<file path="src/load_regs_pkg.sv">
/*
  Shared types and constants of the status, measurement and setpoint object bank.
  Assumes one system clock and one asynchronous reset; no other file is needed.
*/
package load_regs_pkg;

  // Object indices of the bank.
  localparam logic [15:0] IDX_QUESTIONABLE_STATUS = 16'h200B;
  localparam logic [15:0] IDX_OPERATION_WORD0 = 16'h200D;
  localparam logic [15:0] IDX_OPERATION_WORD1 = 16'h200E;
  localparam logic [15:0] IDX_MEASURED_CURRENT = 16'h2101;
  localparam logic [15:0] IDX_MEASURED_VOLTAGE = 16'h2102;
  localparam logic [15:0] IDX_CURRENT_SETPOINT_WR = 16'h2201;
  localparam logic [15:0] IDX_CURRENT_SETPOINT_RD = 16'h2202;
  localparam logic [15:0] IDX_VOLTAGE_SETPOINT_WR = 16'h2203;
  localparam logic [15:0] IDX_VOLTAGE_SETPOINT_RD = 16'h2204;

  // Reset values.
  localparam logic [31:0] SETPOINT_RESET = 32'h0000_0000;
  localparam logic [31:0] RDATA_RESET = 32'h0000_0000;

  // Regulation mode reported by the analog loop.
  typedef enum logic [2:0] {
    MODE_NONE,
    MODE_CC,
    MODE_CV,
    MODE_CR,
    MODE_CP
  } reg_mode_t;

  // Object access request and answer.
  typedef struct packed {
    logic valid;
    logic write;
    logic [15:0] index;
    logic [31:0] wdata;
  } obj_req_t;

  typedef struct packed {
    logic done;
    logic fault;
    logic [31:0] rdata;
  } obj_rsp_t;

  // First operation-status word, bit 31 down to bit 0.
  typedef struct packed {
    logic spare31;
    logic target_upgrading;
    logic regulation_lost;
    logic below_min_volts;
    logic resistor_hot;
    logic line_fault;
    logic stack_overflow;
    logic config_mismatch;
    logic diode_hot;
    logic maintenance;
    logic spare21;
    logic safety_loop_open;
    logic aux_fuse_blown;
    logic linear_hot;
    logic volt_rating_exceeded;
    logic amp_rating_exceeded;
    logic comm_corrupt;
    logic phase_amps_high;
    logic target_start_pending;
    logic target_start_failed;
    logic resistor_power_limit;
    logic linear_power_limit;
    logic target_shutdown;
    logic low_volt_trip_flag;
    logic sense_out_of_bounds;
    logic watt_trip_flag;
    logic volt_trip_flag;
    logic amp_trip_flag;
    logic [1:0] spare3_2;
    logic output_live;
    logic output_standby;
  } op_word0_t;

  // Second operation-status word, bit 31 down to bit 0.
  typedef struct packed {
    logic [13:0] spare31_18;
    logic firmware_mismatch;
    logic rating_invalid;
    logic [7:0] spare15_8;
    logic transformer_hot;
    logic out_capacitor_hot;
    logic out_filter_hot;
    logic power_module_hot;
    logic spare3;
    logic fan_stalled;
    logic filter_fuse_blown;
    logic missing_phase;
  } op_word1_t;

  // Questionable-status word, bit 31 down to bit 0.
  typedef struct packed {
    logic [15:0] spare31_16;
    logic aux_input_fault;
    logic input_supply_lost;
    logic safety_loop_open;
    logic any_hard_fault;
    logic any_soft_fault;
    logic reg_const_watts;
    logic reg_const_ohms;
    logic reg_const_volts;
    logic reg_const_amps;
    logic sense_lost;
    logic temp_protect_hard;
    logic amp_protect_hard;
    logic watt_trip_soft;
    logic volt_trip_soft;
    logic amp_trip_soft;
    logic volt_protect_hard;
  } quest_word_t;

endpackage : load_regs_pkg

</file>
<file path="src/load_status_setpoint_regs.sv">
/*
  Status, measurement and setpoint object bank of a DC electronic load.
  Assumes the fieldbus engine presents one object access at a time on req and
  takes the answer on rsp; condition inputs and measurements are synchronous to clk.
*/
// What this block does
// RQ1 - Questionable-status object is read-only and follows live conditions without latching.
// RQ2 - Reading questionable status returns current value and clears nothing.
// RQ3 - Bits 0-6: VOLT_PROTECT_HARD, over-current, over-voltage, over-power trips, AMP_PROTECT_HARD, OTP, sense loss.
// RQ4 - Bits 7-10 show constant current, voltage, resistance, power regulation.
// RQ5 - Bit 11 is the OR of the three soft trip bits.
// RQ6 - Bit 12 is the OR of the four hard fault bits.
// RQ7 - Bits 13-15: interlock open, input power loss, analog/digital input fault.
// RQ8 - First operation-status object is read-only, live, and unchanged by reads.
// RQ9 - Word0 bit 0 means standby, bit 1 means output active.
// RQ10 - Word0 bits 4-8: current, voltage, power trips, sense out of bounds, undervoltage.
// RQ11 - Word0 bits 9-15: shutdown, power limits, boot faults, phase current, comms.
// RQ12 - Word0 bits 16, 17: terminal current, voltage over product rating.
// RQ13 - Word0 bits 18, 23, 27: linear, diode, resistor module over-temperature.
// RQ14 - Word0 bits 19,20,22,24,25,26,28,29,30 carry the remaining listed conditions.
// RQ15 - Questionable bits are derived from operation-status bits, bits 7-10 from reg_mode; layout stays fixed.
// RQ16 - Word1 bits 0-2: missing phase, input filter fuse, fan locked rotor.
// RQ17 - Word1 bits 4-7: power module, filter, capacitor, transformer temperature faults.
// RQ18 - Measured-current object returns average terminal current as a float.
// RQ19 - Measured voltage returns sense voltage when remote sense is engaged.
// RQ20 - Current setpoint is read/write and drives regulation in constant-current mode.
// RQ21 - Voltage setpoint is read/write and drives regulation in constant-voltage mode.
// RQ22 - Unused status bits read zero; host writes cannot influence them.
`timescale 1ns/1ps

module load_status_setpoint_regs (
  input wire logic clk,
  input wire logic arst_n,
  input wire load_regs_pkg::obj_req_t req,
  output load_regs_pkg::obj_rsp_t rsp,
  input wire load_regs_pkg::op_word0_t op0_cond,
  input wire load_regs_pkg::op_word1_t op1_cond,
  input wire load_regs_pkg::reg_mode_t reg_mode,
  input wire logic [31:0] terminal_amps,
  input wire logic [31:0] terminal_volts,
  input wire logic [31:0] sense_volts,
  input wire logic sense_engaged,
  output logic [31:0] current_setpoint,
  output logic [31:0] voltage_setpoint,
  output logic amp_loop_active,
  output logic volt_loop_active,
  output logic [31:0] loop_target_q
);

  ////////////////////////////////////////////////////////////////////////////////
  // Live status words.

  load_regs_pkg::op_word0_t word0;
  load_regs_pkg::op_word1_t word1;
  load_regs_pkg::quest_word_t quest;

  // Word0 carries the conditions as they stand; spare positions are forced low.
  always_comb begin
    word0 = op0_cond; // [RQ8] [RQ9] [RQ10] [RQ11] [RQ12] [RQ13] [RQ14]
    word0.spare31 = 1'b0; // [RQ22]
    word0.spare21 = 1'b0; // [RQ22]
    word0.spare3_2 = '0; // [RQ22]
  end

  // Word1 carries the conditions as they stand; spare positions are forced low.
  always_comb begin
    word1 = op1_cond; // [RQ16] [RQ17]
    word1.spare31_18 = '0; // [RQ22]
    word1.spare15_8 = '0; // [RQ22]
    word1.spare3 = 1'b0; // [RQ22]
  end

  // Questionable bits are drawn from the operation words and reg_mode, never latched.
  always_comb begin
    quest = '0; // [RQ22]
    quest.volt_protect_hard = word0.volt_rating_exceeded; // [RQ3] [RQ15]
    quest.amp_trip_soft = word0.amp_trip_flag; // [RQ3] [RQ15]
    quest.volt_trip_soft = word0.volt_trip_flag; // [RQ3] [RQ15]
    quest.watt_trip_soft = word0.watt_trip_flag; // [RQ3] [RQ15]
    quest.amp_protect_hard = word0.amp_rating_exceeded; // [RQ3] [RQ15]
    quest.temp_protect_hard = word0.linear_hot | word0.diode_hot | word0.resistor_hot
                              | word1.power_module_hot | word1.out_filter_hot
                              | word1.out_capacitor_hot | word1.transformer_hot; // [RQ3]
    quest.sense_lost = word0.sense_out_of_bounds; // [RQ3] [RQ15]
    quest.reg_const_amps = (reg_mode == load_regs_pkg::MODE_CC); // [RQ4]
    quest.reg_const_volts = (reg_mode == load_regs_pkg::MODE_CV); // [RQ4]
    quest.reg_const_ohms = (reg_mode == load_regs_pkg::MODE_CR); // [RQ4]
    quest.reg_const_watts = (reg_mode == load_regs_pkg::MODE_CP); // [RQ4]
    quest.any_soft_fault = quest.amp_trip_soft | quest.volt_trip_soft
                           | quest.watt_trip_soft; // [RQ5]
    quest.any_hard_fault = quest.volt_protect_hard | quest.amp_protect_hard
                           | quest.temp_protect_hard | quest.sense_lost; // [RQ6]
    quest.safety_loop_open = word0.safety_loop_open; // [RQ7] [RQ15]
    quest.input_supply_lost = word1.missing_phase | word1.filter_fuse_blown; // [RQ7]
    quest.aux_input_fault = word0.line_fault; // [RQ7] [RQ15]
  end

  ////////////////////////////////////////////////////////////////////////////////
  // Object decode.

  wire hit_quest = (req.index == load_regs_pkg::IDX_QUESTIONABLE_STATUS);
  wire hit_word0 = (req.index == load_regs_pkg::IDX_OPERATION_WORD0);
  wire hit_word1 = (req.index == load_regs_pkg::IDX_OPERATION_WORD1);
  wire hit_amps = (req.index == load_regs_pkg::IDX_MEASURED_CURRENT);
  wire hit_volts = (req.index == load_regs_pkg::IDX_MEASURED_VOLTAGE);
  wire hit_amp_set_wr = (req.index == load_regs_pkg::IDX_CURRENT_SETPOINT_WR);
  wire hit_amp_set_rd = (req.index == load_regs_pkg::IDX_CURRENT_SETPOINT_RD);
  wire hit_volt_set_wr = (req.index == load_regs_pkg::IDX_VOLTAGE_SETPOINT_WR);
  wire hit_volt_set_rd = (req.index == load_regs_pkg::IDX_VOLTAGE_SETPOINT_RD);

  wire hit_amp_set = hit_amp_set_wr | hit_amp_set_rd;
  wire hit_volt_set = hit_volt_set_wr | hit_volt_set_rd;
  wire hit_read_only = hit_quest | hit_word0 | hit_word1 | hit_amps | hit_volts
                       | hit_amp_set_rd | hit_volt_set_rd;
  wire hit_any = hit_read_only | hit_amp_set_wr | hit_volt_set_wr;

  // Writes land only on the two writable setpoint indices.
  wire wr_amp_set = req.valid & req.write & hit_amp_set_wr; // [RQ20]
  wire wr_volt_set = req.valid & req.write & hit_volt_set_wr; // [RQ21]

  // A write to a read-only or unknown index is refused and changes nothing.
  wire refused = ~hit_any | (req.write & hit_read_only); // [RQ22]

  ////////////////////////////////////////////////////////////////////////////////
  // Read data selection.

  wire [31:0] volts_shown = sense_engaged ? sense_volts : terminal_volts; // [RQ19]

  wire [31:0] read_value =
    hit_quest ? quest : // [RQ1] [RQ2]
    hit_word0 ? word0 : // [RQ8]
    hit_word1 ? word1 :
    hit_amps ? terminal_amps : // [RQ18]
    hit_volts ? volts_shown : // [RQ19]
    hit_amp_set ? current_setpoint : // [RQ20]
    hit_volt_set ? voltage_setpoint : // [RQ21]
    load_regs_pkg::RDATA_RESET;

  load_regs_pkg::obj_rsp_t rsp_d;

  always_comb begin
    rsp_d.done = req.valid;
    rsp_d.fault = req.valid & refused;
    rsp_d.rdata = (req.valid & ~req.write & ~refused) ? read_value
                                                     : load_regs_pkg::RDATA_RESET;
  end

  ////////////////////////////////////////////////////////////////////////////////
  // Registers.

  load_regs_pkg::obj_rsp_t rsp_q;
  logic [31:0] amp_set_q;
  logic [31:0] volt_set_q;

  // Reads only sample the live words; nothing is cleared on a read.
  always_ff @(posedge clk or negedge arst_n) begin
    if (!arst_n) begin
      rsp_q <= '0;
    end else begin
      rsp_q <= rsp_d; // [RQ2]
    end
  end

  always_ff @(posedge clk or negedge arst_n) begin
    if (!arst_n) begin
      amp_set_q <= load_regs_pkg::SETPOINT_RESET;
    end else if (wr_amp_set) begin
      amp_set_q <= req.wdata; // [RQ20]
    end
  end

  always_ff @(posedge clk or negedge arst_n) begin
    if (!arst_n) begin
      volt_set_q <= load_regs_pkg::SETPOINT_RESET;
    end else if (wr_volt_set) begin
      volt_set_q <= req.wdata; // [RQ21]
    end
  end

  ////////////////////////////////////////////////////////////////////////////////
  // Regulation target handed to the loop.

  wire [31:0] loop_target_d =
    (reg_mode == load_regs_pkg::MODE_CC) ? amp_set_q : // [RQ20]
    (reg_mode == load_regs_pkg::MODE_CV) ? volt_set_q : // [RQ21]
    load_regs_pkg::SETPOINT_RESET;

  always_ff @(posedge clk or negedge arst_n) begin
    if (!arst_n) begin
      loop_target_q <= load_regs_pkg::SETPOINT_RESET;
    end else begin
      loop_target_q <= loop_target_d;
    end
  end

  assign rsp = rsp_q;
  assign current_setpoint = amp_set_q;
  assign voltage_setpoint = volt_set_q;
  assign amp_loop_active = (reg_mode == load_regs_pkg::MODE_CC); // [RQ20]
  assign volt_loop_active = (reg_mode == load_regs_pkg::MODE_CV); // [RQ21]

endmodule : load_status_setpoint_regs

</file>
<file path="config.mk">
export PLATFORM = sky130hd
export DESIGN_NAME = load_status_setpoint_regs
export DESIGN_NICKNAME = d
export VERILOG_FILES = /design/src/load_regs_pkg.sv /design/src/load_status_setpoint_regs.sv
export SDC_FILE = /design/constraint.sdc
export NUM_CORES = 1
export LEC_CHECK = 0
export BUFFER_PORTS_ARGS = -buffer_cell sky130_fd_sc_hd__clkbuf_2
export CELL_PAD_IN_SITES_DETAIL_PLACEMENT = 1
export CELL_PAD_IN_SITES_GLOBAL_PLACEMENT = 2
export CORE_MARGIN = 3
export CORE_UTILIZATION = 24
export CTS_CLUSTER_DIAMETER = 30
export DETAILED_ROUTE_END_ITERATION = 12
export PLACE_DENSITY_LB_ADDON = 0.1
export SYNTH_ARGS = -nofsm -noshare
export SYNTH_HDL_FRONTEND = slang
export SYNTH_SLANG_ARGS = --single-unit
</file>
<file path="constraint.sdc">
create_clock -name clk -period 1.3 [get_ports clk]
set_input_delay 0.26 -clock clk [delete_from_list [all_inputs] [get_ports clk]]
set_output_delay 0.26 -clock clk [all_outputs]
set_load 0.02 [all_outputs]
</file>
==> reports/metrics.cfg <==
[cells_and_area]
antennaDiodeCount = 0
stdcell_area_um2 = 12000
area_delta_synth_final_pct = 83.4
instances_no_fill = 1440
layout.nets = 1309
drive_above_1_share_pct = 65.0

[route]
drt-initial-drc-count = 373
vias_per_cell = 5.00
vias = 7204
route.detailed.drc = 0
wl_mm = 35.2
antenna_left = 0
wl_per_cell_um = 24.5
first_pass_iters = 5

[power_and_ir_drop]
cellLeakagePower_nw = 5.98
p_total_mw = 10.6
max-vdd-ir-drop_mv = 0.681
p_per_area_nw_per_um2 = 884

[grt]
grt_first_pass_wirelength_mm = 49.6
grt_start_max_net_pins = 39
antenna_found_initial = 0
first_global_vias = 7964
grt_overflow = 0
grtUsageTotal_pct = 22.7

[cts]
htreeDepth = 4
clockRootBuffer = clkbuf_16
clock_path_buffers = 2
cts_sinks = 130
clk_pin_slew_worst_paths_ns = 0.06
cts_buffers = 17
clk_latency_ns = 0.42
cts_tree = done

[placed_design]
place_hpwl_mm = 25.1
gp_congestion = 0.852
dp.cells = 1307
port_buffers = 320
place_area_um2 = 9650

[logic_synthesis]
ys.flop_type = dfrtp_1
synth-seq-cells = 130
synth_edf_count = 0
syn_avg_cell_area_um2 = 11.1
ys_warn_count = 0
synth_top_area_cell = dfrtp_1
synth_top_area_share_pct = 49.8
postSynthCellCount = 588
async_reset_ff_share_pct = 100
synth_area_leaders = dfrtp_1, mux2_2, a22o_1, mux2i_1, a21oi_1
yosys.cell_types.count = 54
synth_area_um2 = 6530
synthesis.nets = 804
ys_seq_area_share_pct = 49.8

[sta]
rsz0062_at_grt = true
hold_slack_ns = 0.0515
min_period_ns = 2.07
postLayoutSetupSlackWorst_ns = -0.773
fin_skew_ns = 0.00871
max_slew_margin_pct = 52.3
finalMaxSlewViolations = 0
setup_viol = 104
hold_viol_final = 0
fmax_mhz = 482
period_share_pct = 159
worstMarginPinSlew_ns = 0.716

[setup_path]
r2r_cells = 3
reg2reg_from = voltage_setpoint[28]
cp-start-kind = input pin
end_kind = flip-flop
crit_fanout = 8
worstPathRequired_ns = 1.61
crit_arrival_ns = 2.38
timing.rr.end = rsp[28]
endpoint = voltage_setpoint[3]
critPathKind = in -> reg
regToRegSetupSlack_ns = -0.17
startpoint = req[38]

[outcome]
failed_checks = negative setup slack
status = finished, violations left

[floorplanning]
ioPinCount = 348
die_x_um = 171
core_area_um2 = 26400
dieArea_um2 = 29200
die_height_um = 171
start_util_pct = 24.7
core.rowCount = 59

[hold_path]
hold_path_class = in -> reg

[run]
cap_violations = 0

flip-flops by register name (all words and copies together), names as in the netlist:
signal            cells
rsp                  34
current_setpoint     32
loop_target_q        32
voltage_setpoint     32
per-layer routing:
metal	routed length (um)	track usage [%]
met1	15500	29.7
met3	1590	3.70
met2	17700	39.6
met5	0	0
met4	454	4.97
cells by family after synthesis:
kind of cell              Yosys count  synth area share, %
AOI/OAI and AO/OA                 195                 21.5
DFF                               130                 49.8
and+or+nand+nor                   113                 8.91
muxes                              96                 16.0
buffers and inverters              53                 3.64
xor gates and xnor gates            1                0.134
where the power goes:
part	switching [mW]	internal (mW)
Combinational	0.535	0.457
Sequential	0.00178	4.05
Clock	1.95	3.60
area by class of cell:
| cell class | count | area (um2) |
|---|---|---|
| Clock buffer | 18 | 429 |
| Clock inverter | 13 | 234 |
| Timing Repair Buffer | 534 | 3950 |
| Tap cell | 335 | 419 |
| Sequential cell | 130 | 3270 |
| Fill cell | 2920 | 14400 |
| Multi-Input combinational cell | 406 | 3660 |
| Inverter | 4 | 15.0 |
per-stage QoR:
stage	setup slack [ns]	utilization [%]	TNS (ns)
after floorplan	-0.998	-	-92.26
after global placement	-1.44	36.5	-128.70
after detailed placement	-1.50	36.5	-131.98
after CTS	-0.750	43.4	-66.34
after global routing	-0.820	45.3	-74.21
final	-0.773	45.3	-69.71
cells in the mapped netlist, drive strengths merged, types with 7 or more instances:
master,n
clkbuf,30
a22o,36
o2bb2ai,7
o211ai,7
nor3,9
mux2,68
dfrtp,130
a221oi,7
buf,19
o21ai,32
nand2,35
a22oi,21
nor2,30
mux2i,28
a311oi,7
a21oi,41
placed cells by master (no fill, tap or decap), types with 20 or more instances in the layout:
cell type,count
a22o_1,35
nand2_1,26
dfrtp_1,119
mux2_4,61
clkbuf_16,23
buf_6,26
o21ai_0,25
buf_4,169
a21oi_1,31
mux2i_1,28
buf_12,20
nor2_1,23
clkbuf_2,275
critical path: stages:
cell and delay, ns:
buf_6 0.09, or4_4 0.53, or3_4 0.46, nor2_4 0.15, nand3_4 0.10, nor2_4 0.13, buf_6 0.16, clkbuf_16 0.18
mux2_4 0.30
worst min-delay path by stage:
stage | cells past startpoint | end | slack [ns] | from
floorplan | 0 | current_setpoint[0] | -0.04 | arst_n
global placement | 1 | loop_target_q[10] | 0.17 | arst_n
detailed placement | 1 | loop_target_q[10] | 0.17 | arst_n
CTS | 3 | rsp[24] | 0.04 | op0_cond[24]
global route | 3 | rsp[29] | 0.04 | op0_cond[29]
finish | 3 | rsp[24] | 0.05 | op0_cond[24]
timing repair:
action                                  CTS  global route
endpoints found under the setup margin  160           126
gates resized for setup                 143            67
hold buffers                              1             0
pin swaps                                20            25
gates cloned                              4             6
setup buffers                            74            19
hold endpoints to repair                 26             0
Note: power is estimated with default switching activity, not from simulation.
